[config.mk]
export PLATFORM = sky130hd
export DESIGN_NAME = reset_wake_irq_option_ctrl
export DESIGN_NICKNAME = d
export VERILOG_FILES = /design/src/inc/sysctl_pkg.sv /design/src/hdl/reset_wake_irq_option_ctrl.sv /design/src/hdl/pin_sync.sv /design/src/hdl/option_decode.sv
export SDC_FILE = /design/constraint.sdc
export NUM_CORES = 1
export LEC_CHECK = 0
export CORE_ASPECT_RATIO = 2
export CORE_MARGIN = 3
export CORE_UTILIZATION = 40
export CTS_BUF_LIST = sky130_fd_sc_hd__clkbuf_4
export CTS_CLUSTER_DIAMETER = 80
export DETAILED_ROUTE_END_ITERATION = 16
export DONT_BUFFER_PORTS = 1
export GPL_ROUTABILITY_DRIVEN = 0
export GPL_TIMING_DRIVEN = 0
export HOLD_SLACK_MARGIN = 0.03
export PLACE_DENSITY = 0.58
export SLEW_MARGIN = 20
export SYNTH_ARGS = -nofsm -noshare
export SYNTH_HDL_FRONTEND = slang
export SYNTH_SLANG_ARGS = --single-unit
[constraint.sdc]
create_clock -name clk_i -period 4.6 [get_ports clk_i]
set_clock_uncertainty 0.15 [all_clocks]
set_input_delay 0.69 -clock clk_i [delete_from_list [all_inputs] [get_ports clk_i]]
set_output_delay 0.69 -clock clk_i [all_outputs]
set_load 0.02 [all_outputs]
[src/inc/sysctl_pkg.sv]
// system control constants and carriers: reset cause flags, interrupt sources, option word decode
// assumes one 250 MHz clock; core signals are same-domain, pins are asynchronous
//
// Overview of operation
// - reset on power-on, pin pulse, watchdog expiry
// - power-on sets both status flags
// - pin reset keeps flags; from sleep 1,0
// - watchdog reset clears timeout; from sleep 0,0
// - pin-change wake sets timeout, clears sleep
// - watchdog clear sets both; sleep sets 1,0
// - two falling-edge interrupt sources plus port change
// - port pins flag change unless output/irq pin
// - enabled pin change wakes; vector if global on
// - flags set regardless of mask, except port change
// - request is flag AND mask
// - enabled interrupt fetches from vector address
// - enable/disable instructions drive global enable
// - return-from-irq sets global enable
// - oscillator mode decoded from type/range/drive bits
// - range bit matters only in crystal type
// - option bit 11 low enables watchdog
// - option bit 10 selects 2 or 4 periods
// - option bit 6 selects drive power
// - option word unreachable by running program
package sysctl_pkg;
    localparam int          PORT_W        = 8;
    localparam int          NSRC          = 3;
    localparam int          OPT_W         = 13;
    localparam logic [9:0]  IRQ_VECTOR    = 10'h008;
    // interrupt flag / mask bit positions, external irq pin index
    localparam int          SRC_TICK      = 0;
    localparam int          SRC_PCHG      = 1;
    localparam int          SRC_EXT       = 2;
    localparam int          EXT_PIN_IDX   = 0;
    // option word fields, mask reset value
    localparam int          OPT_OSC_KIND  = 12;
    localparam int          OPT_WDOG_OFF  = 11;
    localparam int          OPT_CYC4      = 10;
    localparam int          OPT_XTAL_RNG  = 8;
    localparam int          OPT_DRIVE     = 6;
    localparam logic [2:0]  MASK_RST      = 3'h0;

    typedef enum logic [1:0] {
        rc_osc_mode    = 2'h0,
        xtal_fast_mode = 2'h1,
        xtal_slow_mode = 2'h2,
        osc_invalid    = 2'h3
    } osc_mode_t;

    // core instruction strobes, one-cycle pulses
    typedef struct packed {
        logic irq_global_on;
        logic irq_global_off;
        logic return_from_irq;
        logic wdog_clear_op;
        logic halt_op;
        logic port_read;
    } core_ops_t;

    typedef struct packed {
        osc_mode_t osc_mode;
        logic      wdog_en;
        logic      cyc4;
        logic      drive_high;
    } opt_cfg_t;

    typedef enum logic [1:0] {
        ST_RUN   = 2'h0,
        ST_SLEEP = 2'h1,
        ST_WAKE  = 2'h3
    } pwr_state_t;
endpackage

[src/hdl/reset_wake_irq_option_ctrl.sv]
// reset-cause flags, sleep/wake control, interrupt flags/mask and option decode
// assumes core strobes are one-cycle pulses on clk_i; pins and option strap are asynchronous
`timescale 1ns/10ps
module reset_wake_irq_option_ctrl
    import sysctl_pkg::*;
(
    input  wire logic              clk_i,            // 250 MHz clock
    input  wire logic              reset_i,          // sync reset, high
    input  wire logic              por_i,            // power-on event, high
    input  wire logic              reset_pin_n_i,    // external reset pin, async, low
    input  wire logic              wdog_expire_i,    // watchdog expiry pulse
    input  wire logic              tick_counter_ovf_i, // timer overflow level, falls on event
    input  wire logic              ext_irq_pin_n_i,  // external irq pin, async
    input  wire logic [PORT_W-1:0] port_pins_i,      // first port pin levels, async
    input  wire logic [PORT_W-1:0] port_is_out_i,    // 1 = pin configured output
    input  wire logic              ext_irq_sel_i,    // pin 0 used as external irq
    input  core_ops_t              ops_i,            // instruction strobes
    input  wire logic [NSRC-1:0]   irq_flag_clr_i,   // clear flag bits by instruction
    input  wire logic              irq_mask_we_i,    // mask write strobe
    input  wire logic [NSRC-1:0]   irq_mask_wdata_i, // mask write data
    input  wire logic [OPT_W-1:0]  opt_word_i,       // option word strap
    output logic                   core_reset_o,     // hold core in reset
    output logic                   timeout_flag_o,   // time-out status flag
    output logic                   sleep_flag_o,     // sleep status flag
    output logic                   osc_run_o,        // oscillator running
    output logic                   wdog_clr_o,       // watchdog clear pulse
    output logic                   irq_global_o,     // global irq enable
    output logic [NSRC-1:0]        irq_flag_reg_o,   // interrupt flags
    output logic [NSRC-1:0]        irq_mask_reg_o,   // interrupt mask
    output logic                   vector_req_o,     // fetch from vector
    output logic [9:0]             vector_addr_o,    // vector address
    output logic                   resume_o,         // wake, continue next instr
    output opt_cfg_t               opt_cfg_o         // decoded option settings
);
    // ==========================================================
    // synchronisers
    // ==========================================================
    logic              rst_pin_s;
    logic              ext_pin_s;
    logic [PORT_W-1:0] port_s;
    logic [PORT_W+1:0] sync_in;
    logic [PORT_W+1:0] sync_out;
    opt_cfg_t          cfg_w;

    assign sync_in = {reset_pin_n_i, ext_irq_pin_n_i, port_pins_i};

    pin_sync #(
        .W (PORT_W + 2)
    ) u_sync (
        .clk_i   (clk_i),
        .reset_i (reset_i),
        .d_i     (sync_in),
        .q_o     (sync_out)
    );

    assign rst_pin_s = sync_out[PORT_W+1];
    assign ext_pin_s = sync_out[PORT_W];
    assign port_s    = sync_out[PORT_W-1:0];

    // option word only reaches the decoder, never a program path
    option_decode u_opt (
        .opt_word_i (opt_word_i),
        .cfg_o      (cfg_w)
    );

    // ==========================================================
    // state
    // ==========================================================
    typedef struct packed {
        pwr_state_t        pwr;
        logic              tflag;
        logic              pflag;
        logic              core_rst;
        logic              osc_run;
        logic              wdclr;
        logic              gie;
        logic [NSRC-1:0]   flags;
        logic [NSRC-1:0]   mask;
        logic              vreq;
        logic              resume;
        logic              rst_pin_prev;
        logic              ext_prev;
        logic              tick_prev;
        logic [PORT_W-1:0] port_ref;
        opt_cfg_t          cfg;
        logic [9:0]        vaddr;
    } ctl_state_t;

    ctl_state_t st_q, st_d;

    // pins that take part in change detection
    function automatic logic [PORT_W-1:0] pchg_enable(
        input logic [PORT_W-1:0] is_out,
        input logic              ext_sel
    );
        logic [PORT_W-1:0] en;
        en = ~is_out;
        if (ext_sel) begin
            en[EXT_PIN_IDX] = 1'b0;
        end
        return en;
    endfunction

    logic [PORT_W-1:0] pchg_en;
    logic              pin_rst_fall;
    logic              ext_fall;
    logic              tick_fall;
    logic              pchg_hit;
    logic [NSRC-1:0]   set_ev;
    logic              sleeping;
    logic [PORT_W-1:0] pin_diff;

    // per-pin compare, excluded pins never flag
    for (genvar i = 0; i < PORT_W; i++) begin : g_pin_diff
        assign pin_diff[i] = (port_s[i] ^ st_q.port_ref[i]) & pchg_en[i];
    end

    always_comb begin
        pchg_en      = pchg_enable(port_is_out_i, ext_irq_sel_i);
        pin_rst_fall = st_q.rst_pin_prev & ~rst_pin_s;
        ext_fall     = st_q.ext_prev & ~ext_pin_s & ext_irq_sel_i;
        tick_fall    = st_q.tick_prev & ~tick_counter_ovf_i;
        pchg_hit     = |pin_diff;
        sleeping     = (st_q.pwr == ST_SLEEP);
        set_ev       = '0;
        // flags ignore mask and global enable
        set_ev[SRC_TICK] = tick_fall;
        set_ev[SRC_EXT]  = ext_fall;
        // port-change flag only latches when its mask allows it
        set_ev[SRC_PCHG] = pchg_hit & st_q.mask[SRC_PCHG];
    end

    always_comb begin
        st_d              = st_q;
        st_d.wdclr        = 1'b0;
        st_d.vreq         = 1'b0;
        st_d.resume       = 1'b0;
        st_d.core_rst     = 1'b0;
        st_d.rst_pin_prev = rst_pin_s;
        st_d.ext_prev     = ext_pin_s;
        st_d.tick_prev    = tick_counter_ovf_i;
        st_d.cfg          = cfg_w;

        if (ops_i.port_read) begin
            st_d.port_ref = port_s;
        end

        // set wins over clear
        st_d.flags = (st_q.flags & ~irq_flag_clr_i) | set_ev;

        if (irq_mask_we_i) begin
            st_d.mask = irq_mask_wdata_i;
        end

        if (ops_i.irq_global_on || ops_i.return_from_irq) begin
            st_d.gie = 1'b1;
        end else if (ops_i.irq_global_off) begin
            st_d.gie = 1'b0;
        end

        case (st_q.pwr)
            ST_RUN: begin
                if (ops_i.wdog_clear_op) begin
                    st_d.tflag = 1'b1;
                    st_d.pflag = 1'b1;
                    st_d.wdclr = 1'b1;
                end
                if (ops_i.halt_op) begin
                    st_d.tflag   = 1'b1;
                    st_d.pflag   = 1'b0;
                    st_d.wdclr   = 1'b1;
                    st_d.osc_run = 1'b0;
                    st_d.pwr     = ST_SLEEP;
                end
                if (st_q.gie && |(st_q.flags & st_q.mask)) begin
                    st_d.vreq = 1'b1;
                    st_d.gie  = 1'b0;
                end
            end
            ST_SLEEP: begin
                if (pchg_hit && st_q.mask[SRC_PCHG]) begin
                    st_d.tflag   = 1'b1;
                    st_d.pflag   = 1'b0;
                    st_d.osc_run = 1'b1;
                    st_d.pwr     = ST_WAKE;
                end
            end
            ST_WAKE: begin
                st_d.pwr = ST_RUN;
                if (st_q.gie) begin
                    st_d.vreq = 1'b1;
                    st_d.gie  = 1'b0;
                end else begin
                    st_d.resume = 1'b1;
                end
            end
            default: begin
                st_d.pwr = ST_RUN;
            end
        endcase

        // resets override power state, status flags, enables and requests above; interrupt flag updates still apply
        if (pin_rst_fall) begin
            if (sleeping) begin
                st_d.tflag = 1'b1;
                st_d.pflag = 1'b0;
            end else begin
                st_d.tflag = st_q.tflag;
                st_d.pflag = st_q.pflag;
            end
        end
        if (wdog_expire_i && st_q.cfg.wdog_en) begin
            st_d.tflag = 1'b0;
            st_d.pflag = sleeping ? 1'b0 : st_q.pflag;
        end
        if (pin_rst_fall || (wdog_expire_i && st_q.cfg.wdog_en)) begin
            st_d.core_rst = 1'b1;
            st_d.pwr      = ST_RUN;
            st_d.osc_run  = 1'b1;
            st_d.gie      = 1'b0;
            st_d.mask     = MASK_RST;
            st_d.vreq     = 1'b0;
            st_d.resume   = 1'b0;
        end
    end

    always_ff @(posedge clk_i) begin
        if (reset_i || por_i) begin
            st_q              <= '0;
            st_q.tflag        <= 1'b1;
            st_q.pflag        <= 1'b1;
            st_q.core_rst     <= 1'b1;
            st_q.osc_run      <= 1'b1;
            st_q.rst_pin_prev <= 1'b1;
            st_q.ext_prev     <= 1'b1;
            st_q.mask         <= MASK_RST;
            st_q.pwr          <= ST_RUN;
            st_q.vaddr        <= IRQ_VECTOR;
        end else begin
            st_q <= st_d;
        end
    end

    assign core_reset_o   = st_q.core_rst;
    assign timeout_flag_o = st_q.tflag;
    assign sleep_flag_o   = st_q.pflag;
    assign osc_run_o      = st_q.osc_run;
    assign wdog_clr_o     = st_q.wdclr;
    assign irq_global_o   = st_q.gie;
    assign irq_flag_reg_o = st_q.flags;
    assign irq_mask_reg_o = st_q.mask;
    assign vector_req_o   = st_q.vreq;
    assign vector_addr_o  = st_q.vaddr;
    assign resume_o       = st_q.resume;
    assign opt_cfg_o      = st_q.cfg;
endmodule

[src/hdl/pin_sync.sv]
// two-flop synchroniser bank for asynchronous pins
// assumes inputs are unrelated to clk_i
`timescale 1ns/10ps
module pin_sync
    import sysctl_pkg::*;
#(
    parameter int W = 1
) (
    input  wire logic         clk_i,   // system clock
    input  wire logic         reset_i, // sync reset, high
    input  wire logic [W-1:0] d_i,     // async level
    output logic      [W-1:0] q_o      // synchronised level
);
    typedef struct packed {
        logic [W-1:0] s1;
        logic [W-1:0] s2;
    } sync_state_t;
    sync_state_t st_q, st_d;

    always_comb begin
        st_d    = st_q;
        st_d.s1 = d_i;
        st_d.s2 = st_q.s1;
    end

    always_ff @(posedge clk_i) begin
        if (reset_i) begin
            // pins idle high; a low reset value would fake a falling edge
            st_q <= '1;
        end else begin
            st_q <= st_d;
        end
    end

    assign q_o = st_q.s2;
endmodule

[src/hdl/option_decode.sv]
// decodes the one-time option word into oscillator and watchdog settings
// assumes option word is a static strap, not reachable by the program
`timescale 1ns/10ps
module option_decode
    import sysctl_pkg::*;
(
    input  wire logic [OPT_W-1:0] opt_word_i, // programmed option word
    output opt_cfg_t              cfg_o       // decoded settings
);
    always_comb begin
        if (!opt_word_i[OPT_OSC_KIND]) begin
            cfg_o.osc_mode = rc_osc_mode;
        end else if (opt_word_i[OPT_XTAL_RNG]) begin
            cfg_o.osc_mode = xtal_fast_mode;
        end else if (!opt_word_i[OPT_DRIVE]) begin
            cfg_o.osc_mode = xtal_slow_mode;
        end else begin
            cfg_o.osc_mode = osc_invalid;
        end
        cfg_o.wdog_en    = ~opt_word_i[OPT_WDOG_OFF];
        cfg_o.cyc4       = opt_word_i[OPT_CYC4];
        cfg_o.drive_high = opt_word_i[OPT_DRIVE];
    end
endmodule

=== After elaboration in Yosys (flattened, before gate mapping) ===
Cells that the tools add are included.

* Word-level logic and storage cells: 110
* Bits in registers: 52

* Muxes and demuxes: 26
* Reductions and logical operators: 20
* Equality and inequality tests: 9
* Bitwise logic cells: 33

{| class="wikitable"
|+ Operators with widths
! cell !! number
|-
| $and A1 B1 Y1 || 13
|-
| $mux W1 || 13
|-
| $mux W2 || 6
|-
| $reduce_or A3 Y1 || 3
|-
| $mux W4 || 2
|-
| $not A8 Y8 || 1
|-
| $pmux W2 S2 || 2
|-
| $reduce_or A8 Y1 || 1
|-
| $xor A1 B1 Y1 || 8
|-
| $not A1 Y1 || 7
|-
| $and A3 B3 Y3 || 2
|-
| $pmux W1 S2 || 3
|-
| $reduce_or A2 Y1 || 3
|-
| $ne A5 B5 Y1 const B || 1
|-
| $reduce_and A5 Y1 || 1
|-
| $ne A2 B1 Y1 const B || 2
|-
| $ne A2 B2 Y1 const B || 2
|-
| $ne A4 B2 Y1 const B || 1
|-
| $reduce_and A4 Y1 || 1
|-
| $logic_and A1 B1 Y1 || 3
|-
| $logic_or A1 B1 Y1 || 3
|-
| $ne A3 B1 Y1 const B || 1
|-
| $not A3 Y3 || 1
|-
| $or A3 B3 Y3 || 1
|-
| 7 further kinds || 7
|}

=== Logic depth before layout (Yosys ltp) ===
Gate-level depths: netlist of the first run.

* Depth in word-level cells: 9
* Gate-level depth with buffers: 7
* Depth with buffers taken out: 6

=== Modules after synthesis ===
Synthesis of the first run repeated with hierarchy kept, for this count alone.

* Cell total of the unflattened synthesis: 213
* Area, all modules: 2129.5 µm²

{| class="wikitable"
|+ Modules (own cells, without submodules)
! module !! cells each !! sequential area each (µm²) !! area an instance (µm²) !! instances
|-
| reset_wake_irq_option_ctrl || 166 || 640.6 || 1549.0 || 1
|-
| pin_sync || 42 || 400.4 || 548.0 || 1
|-
| option_decode || 5 || 0.0 || 32.5 || 1
|}

=== Least setup slack after synthesis of the first run ===
No wires, ideal clock.

* Kind: input port to flip-flop
* From: input port wdog_expire_i
* To: register st_q (netlist bit sleep_flag_o)
* Stages: 4
* Required time: 4.332 ns
* Library setup time: 0.118 ns
* Arrival time: 1.686 ns
* Setup slack: 2.646 ns
* Path through: and2_1 o311a_1 or3_1 a2bb2oi_1

* Word-level cells in the longest chain between the ends: 3

{| class="wikitable"
|+ RTL lines
! what !! RTL line !! RTL
|-
| start, declared || reset_wake_irq_option_ctrl.sv:11 || <nowiki>input wire logic wdog_expire_i,</nowiki>
|-
| $logic_and A1 B1 Y1 * || reset_wake_irq_option_ctrl.sv:212 || <nowiki>if (wdog_expire_i && st_q.cfg.wdog_en) begin</nowiki>
|-
| $ne A5 B5 Y1 (no line), or another cell as far along || n/a ||
|-
| $reduce_and A5 Y1 (no line) || n/a ||
|-
| end signal, assigned || reset_wake_irq_option_ctrl.sv:240 || <nowiki>st_q <= st_d;</nowiki>
|-
| end, declared || reset_wake_irq_option_ctrl.sv:89 || <nowiki>ctl_state_t st_q, st_d;</nowiki>
|}

Mark *: on every way between the ends. The rest lies on a longest branch, timed or not.
A chain may end at the register's enable or synchronous reset.

=== Worst setup path in the final report of the first run ===
* From: register st_q[41] (netlist name)
* To: register st_q (netlist bit sleep_flag_o)

* Word-level cells in the longest chain between the ends: 4

{| class="wikitable"
|+ RTL lines
! what !! RTL line !! RTL
|-
| $eq A2 B1 Y1 or $logic_not A2 Y1 (tied branches) || reset_wake_irq_option_ctrl.sv:124, reset_wake_irq_option_ctrl.sv:161 ||
|-
| $pmux W2 S2 || reset_wake_irq_option_ctrl.sv:161 || <nowiki>case (st_q.pwr)</nowiki>
|-
| $mux W2 || reset_wake_irq_option_ctrl.sv:203 || <nowiki>if (pin_rst_fall) begin</nowiki>
|-
| $mux W2 || reset_wake_irq_option_ctrl.sv:212 ||
|}

Several ways; a longest one is shown, not always the timed one.

==> flow_summary.ini, run 1 <==
[status]
status = completed

[layout]
final_cells = 283
mostFrequentLayoutCell = dfxtp_1
insertedDiodeCount = 0
layout_common_cells = dfxtp_1 (52), buf_4 (21), nor2_1 (20), or2_2 (20), mux2i_1 (11)
ff_latch_area_um2 = 1040
multi_input_area_um2 = 863
synthToLayoutAreaGrowth_pct = 8.71
final_nets = 278
nFillCells = 506
final_core_util_pct = 45.7
final_layout_size_suffix_gt1_share_pct = 24.3

[yosys]
ys_seq_area_share_pct = 50.0
yosysUniqueCellTypes = 41
ys_seq_elements = 52
synth_cells = 210
avgSynthCellArea_um2 = 9.91
synthTopCellsByArea = dfxtp_1 (50%), buf_4 (7.6%), or2_2 (6.0%)
synth_top_area_share_pct = 50.0
synth_area_leader_cell = dfxtp_1
ys_warn_count = 0
synth.cell_area_um2 = 2080

[job]
maxCapViolCount = 0

[drt]
drt_iter0_markers = 43
viasPerCell = 4.82
routed_wl_mm = 3.72
drc_errors = 0
drtAntennaViolNets = 0
wl_per_cell_um = 13.1
vias = 1365
first_pass_iters = 4

[critical_path]
r2r_end = sleep_flag_o$_SDFFE_PP1P_
r2r_setup_slack_ns = 2.66
r2r_cells = 7
crit_fanout = 9
reg2reg_from = st_q[41]$_SDFFE_PP0P_
arrival_ns = 2.07
start_kind = register
cp.required_ns = 4.73
critPathKind = register to register
crit_path_end_kind = register

[cts]
cts_tree = built
htree_levels = 2
root_buffer = clkbuf_4
cts_resized = 0
cts_sinks = 52
ctsHoldBuffers = 0
numCtsBuffers = 5
post_cts_buffers = 0
cts.clk_slew.worst_paths_ns = 0.15
insertion_delay_ns = 0.36
cts_buffer_depth = 2

[timing]
tns_ns = 0
fmax_ghz = 0.514
setup_viol_count_final = 0
hold_viol = 0
min_period_ns = 1.94
whs_ns = 0.218
rsz0062_at_grt = false
slew_headroom_pct = 55.1
slew_violations = 0
worst_pin_slew_ns = 0.669
fin_crit_sh_pct = 42.3

[hold_path]
hp-start = opt_word_i[11]
hold_path_depth = 1
min_to = opt_cfg_o[2]$_SDFF_PP0_
hold_path.class = input pin to register

[power]
finalPower_uw = 813
cellLeakagePower_nw = 0.937
power.density_nw_per_um2 = 359
p_sw_share_pct = 23.8
p_clk_share_pct = 31.0
peakVddDrop_mv = 0.319
p_comb_share_pct = 9.8
power_frac_seq_pct = 59.2
p_switching_uw = 193
p_int_uw = 620

[placement]
dp_hpwl_mm = 3.00
io_buffers = 0
dp_cells = 275

[global_routing]
busiest_layer = met2
grtUsageMet1_pct = 9.01
antenna_found_initial = 0
grtUsageMet3_pct = 5.62
grt_pass1_vias = 1269
gr-usage-met2_pct = 23.7
overflow = 0
grt_usage_pct = 11.9
grt_start_max_net_pins = 17
grt_pass1_wl_mm = 5.62

[die]
start_util_pct = 42.0
io_pins = 79
floorplan.rows = 36
die_x_um = 57.0
fp.dieH_um = 108
die_area_um2 = 6160
core_um2 = 4950
[routing by layer]
layer,up-vias,wire length [µm]
met3,4,387
met1,613,1180
li1,699,-
met5,-,0
met4,0,60
met2,49,2090
[cell families after synthesis]
logic type               synth area share, %
XOR/XNOR                                3.37
other                                  0.361
buffers and inverters                   9.98
multiplexers                            5.29
adder cells (fa/ha/maj)                 1.80
AND/OR/NAND/NOR                         19.5
flip-flops                              50.0
AO/OA/AOI/OAI                           9.68
[cell type report]
type / instances / area share [%]
plain buffers: 28 / 8.18
clock buffers: 5 / 1.66
clock inverters: 3 / 1.88
inverters: 6 / 0.995
multi-input cells: 132 / 38.1
flip-flops and latches: 52 / 46.0
well taps: 57 / 3.15
[cells in the mapped netlist]
| cell type | number |
|---|---|
| or2_2 | 20 |
| nor4_2 | 1 |
| or3_1 | 4 |
| inv_1 | 5 |
| nand3_1 | 1 |
| clkbuf_1 | 6 |
| a2bb2oi_1 | 1 |
| nor4b_1 | 1 |
| conb_1 | 2 |
| o211a_1 | 1 |
| o21ai_2 | 1 |
| ha_1 | 3 |
| nand2_1 | 4 |
| nand2b_1 | 6 |
| a21o_1 | 2 |
| nand4_1 | 2 |
| o221ai_1 | 1 |
| nor2_1 | 20 |
| nor2b_1 | 1 |
| a21oi_1 | 5 |
| a222oi_1 | 1 |
| o41ai_1 | 1 |
| nor3b_1 | 1 |
| mux2i_1 | 11 |
| buf_4 | 21 |
| o22ai_1 | 3 |
| or2_4 | 1 |
| and2_1 | 5 |
| o21ai_0 | 6 |
| buf_2 | 1 |
| inv_2 | 1 |
| xnor2_1 | 8 |
| o21ai_1 | 1 |
| dfxtp_1 | 52 |
| o2111ai_1 | 3 |
| o311a_1 | 1 |
| o32ai_1 | 1 |
| o211ai_1 | 1 |
| nor3_1 | 1 |
| nor3_4 | 1 |
| nand3b_1 | 2 |
[power groups by stage]
stage / logic (mW) / clock network [mW] / registers [mW]
after floorplan: 0.0702 / 0 / 0.490
after global placement: 0.0808 / 0 / 0.492
after detailed placement: 0.0811 / 0 / 0.492
after CTS: 0.0814 / 0.262 / 0.482
after global routing: 0.0894 / 0.272 / 0.484
final: 0.0799 / 0.252 / 0.481
[how the worst max path moves through the flow]
| stage | endpoint | slack [ns] | start |
|---|---|---|---|
| after CTS | sleep_flag_o$_SDFFE_PP1P_ | 2.66 | st_q[41]$_SDFFE_PP0P_ |
| after detailed placement | sleep_flag_o$_SDFFE_PP1P_ | 2.47 | por_i |
| after global placement | sleep_flag_o$_SDFFE_PP1P_ | 2.49 | por_i |
| after global routing | sleep_flag_o$_SDFFE_PP1P_ | 2.55 | st_q[41]$_SDFFE_PP0P_ |
| final | sleep_flag_o$_SDFFE_PP1P_ | 2.66 | st_q[41]$_SDFFE_PP0P_ |
| after floorplan | sleep_flag_o$_SDFFE_PP1P_ | 2.65 | wdog_expire_i |
[worst max-delay path, cell delays in order (launching register included)]
cell and delay (ns):
dfxtp_1 0.34, inv_1 0.09, ha_1 0.14, buf_2 0.18
o21ai_1 0.14, o311a_1 0.32, or3_1 0.35, a2bb2oi_1 0.13
[flip-flops by register name, summed over array words and instances, names as in the netlist, 3 cells and up]
signal,flops
irq_flag_reg_o,3
u_sync.st_d,10
st_q,13
u_sync.q_o,10
irq_mask_reg_o,3
opt_cfg_o,5
[metrics by stage]
stage	worst slack (ns)	instance area, µm²
floorplan	2.65	2110
global placement	2.49	2180
detailed placement	2.47	2180
CTS	2.66	2260
global route	2.55	2260
finish	2.66	2260
Power figures use the tool's default switching activity.
==> run 2: changes to the inputs <==
Settings changed: ABC_AREA set to 1, PLACE_DENSITY 0.58 to 0.6.
Clock period 4.6 ns to 1.7 ns, I/O delays scaled along.
==> run 2 against run 1 <==
  * Register-to-register slack got worse by 2.5 ns
  * Area after synthesis barely moved
  * Total power rose to 2.6 times the previous value
  * Non-clock buffer count rose by 37
  * Maximum frequency rose by 30%
  * Highest routed layer unchanged
==> flow_summary.ini, run 2 <==
[global_routing]
grt_pass1_vias = 1630
grtUsageMet3_pct = 3.35
grtUsageMet1_pct = 12.2
grt_pass1_wl_mm = 6.92
antenna_found_initial = 0
grt_start_max_net_pins = 15
overflow = 0
gr-usage-met2_pct = 30.0
grt_usage_pct = 14.7
busiest_layer = met2

[power]
power_frac_seq_pct = 61.0
cellLeakagePower_nw = 1.24
p_switching_uw = 530
p_int_mw = 1.61
p_sw_share_pct = 24.8
peakVddDrop_mv = 0.575
p_comb_share_pct = 13.5
p_clk_share_pct = 25.5
power.density_nw_per_um2 = 810

[yosys]
synthTopCellsByArea = dfxtp_1 (50%), nand2_1 (8.3%), buf_4 (7.6%)
yosysUniqueCellTypes = 24
synthAdderAreaFrac_pct = 1.80
ys_seq_elements = 52
synthSimpleGateAreaFrac_pct = 25.7
synth_top_area_share_pct = 50.0
ys_warn_count = 0
synth_edf_count = 0
avgSynthCellArea_um2 = 8.03
async_flop_share_pct = 0
synth_common_cells = dfxtp_1 (52), nand2_1 (46), inv_1 (33), buf_4 (21), or2_2 (21)
synth.most_common_cell = dfxtp_1
synth_top_family_by_area = simple AND/OR/NAND/NOR gates
ys_seq_area_share_pct = 50.0
ys.flop_type = dfxtp_1
synth-xor-area-share_pct = 0
synth-compound-area-share_pct = 7.52
synth_cells = 259
synth.cell_area_um2 = 2080
yosys-mux-area-fraction_pct = 0
synth_area_leader_cell = dfxtp_1

[die]
io_pins = 79
start_util_pct = 42.0
core_um2 = 4950
die_area_um2 = 6160
floorplan.rows = 36
die_x_um = 57
fp.dieH_um = 108

[cts]
cts_sinks = 52
htree_levels = 2
root_buffer = clkbuf_4
post_cts_buffers = 0
numCtsBuffers = 5
insertion_delay_ns = 0.36
cts_tree = built
cts_buffer_depth = 2
cts.clk_slew.worst_paths_ns = 0.14

[job]
maxCapViolCount = 0

[timing]
fmax_ghz = 0.668
min_period_ns = 1.50
hold_viol = 0
slew_violations = 0
rsz0062_at_grt = false
setup_viol_count_final = 0
tns_ns = 0
fin_crit_sh_pct = 88.0

[layout]
insertedDiodeCount = 0
final_nets = 367
largest_reg_flops = 13
nFillCells = 499
regMostFlops = st_q
mostFrequentLayoutCell = dfxtp_1
final_cells = 372
synthToLayoutAreaGrowth_pct = 26.8
layout_common_cells = dfxtp_1 (52), nand2_1 (46), dlygate4sd3_1 (40)
multi_input_area_um2 = 766
final_layout_size_suffix_gt1_share_pct = 18.1
ff_latch_area_um2 = 1040

[drt]
drc_errors = 0
drt_iter0_markers = 49
viasPerCell = 4.57
first_pass_iters = 4
vias = 1700
routed_wl_mm = 4.26
drtAntennaViolNets = 0
wl_per_cell_um = 11.4

[status]
status = completed

[critical_path]
cp.required_ns = 1.81
reg2reg_from = st_q[40]$_SDFFE_PP0P_
start_kind = register
r2r_cells = 7
critPathKind = register to register
r2r_end = osc_run_o$_SDFFE_PP1P_
r2r_setup_slack_ns = 0.20
arrival_ns = 1.61
crit_path_end_kind = register
crit_fanout = 5

[placement]
io_buffers = 0
dp_hpwl_mm = 3.00
dp_cells = 324

[hold_path]
hp-start = wdog_expire_i
min_to = timeout_flag_o$_SDFFE_PP1P_
hold_path.class = input pin to register
hold_path_depth = 3
[run 2: cells by family after synthesis]
logic type / Yosys count
simple gates: 112
fa+ha+maj: 3
flops: 52
compound gates: 30
other cells: 2
buf+inv: 60
[run 2: what timing repair did]
| item | CTS | global route |
|---|---|---|
| hold buffers | 40 | 0 |
| gates resized for setup | 0 | 1 |
| endpoints found under the hold margin | 34 | 0 |
| setup endpoints to repair | 0 | 1 |
[run 2: power groups by stage]
| stage | sequential, mW | clock, mW | combinational (mW) |
|---|---|---|---|
| after floorplan | 1.33 | 0 | 0.190 |
| after global placement | 1.33 | 0 | 0.217 |
| after detailed placement | 1.33 | 0 | 0.220 |
| after CTS | 1.31 | 0.570 | 0.290 |
| after global routing | 1.31 | 0.615 | 0.328 |
| final | 1.30 | 0.544 | 0.289 |
[run 2: final cells by class]
cell class                      count  share of cell area (%)
Multi-Input combinational cell    155                    29.0
Clock inverter                      1                   0.142
Inverter                           35                    4.98
Timing Repair Buffer               40                    15.2
Sequential cell                    52                    39.5
Buffer                             25                    6.54
Clock buffer                        7                    1.99
Tap cell                           57                    2.70
[run 2: routing by layer]
layer,part of all wire (%),wire length [µm],vias up
li1,-,-,892
met1,33,1390,753
met2,60,2540,48
met3,5.5,235,7
met4,2.0,87,0
met5,0,0,-
[run 2: worst max path at each step]
stage                                startpoint                        end  slack, ns
after global routing      st_q[20]$_SDFFE_PP0P_  sleep_flag_o$_SDFFE_PP1P_       0.03
final                     st_q[40]$_SDFFE_PP0P_     osc_run_o$_SDFFE_PP1P_       0.20
after CTS                 st_q[40]$_SDFFE_PP0P_     osc_run_o$_SDFFE_PP1P_       0.19
after global placement    st_q[40]$_SDFFE_PP0P_     osc_run_o$_SDFFE_PP1P_       0.23
after floorplan           st_q[40]$_SDFFE_PP0P_     osc_run_o$_SDFFE_PP1P_       0.38
after detailed placement  st_q[40]$_SDFFE_PP0P_     osc_run_o$_SDFFE_PP1P_       0.22
[run 2: worst max-delay path, cell delays in order (launching register included)]
cell and delay (ns):
dfxtp_1 0.42, inv_1 0.06, ha_1 0.24, inv_1 0.15, or2_4 0.15, nand3_1 0.09, nand2_1 0.07, nand3_1 0.06
[run 2: stage by stage]
stage	util, %	setup slack [ns]	cell area (µm²)	total power [mW]	hold slack (ns)
after global placement	44.0	0.225	2180	1.55	0.179
after detailed placement	44.0	0.217	2180	1.55	0.182
final	53.3	0.204	2640	2.14	0.0771
after CTS	53.3	0.192	2640	2.17	0.0555
after global routing	53.3	0.0341	2640	2.26	0.0723
after floorplan	-	0.377	2110	1.52	0.177
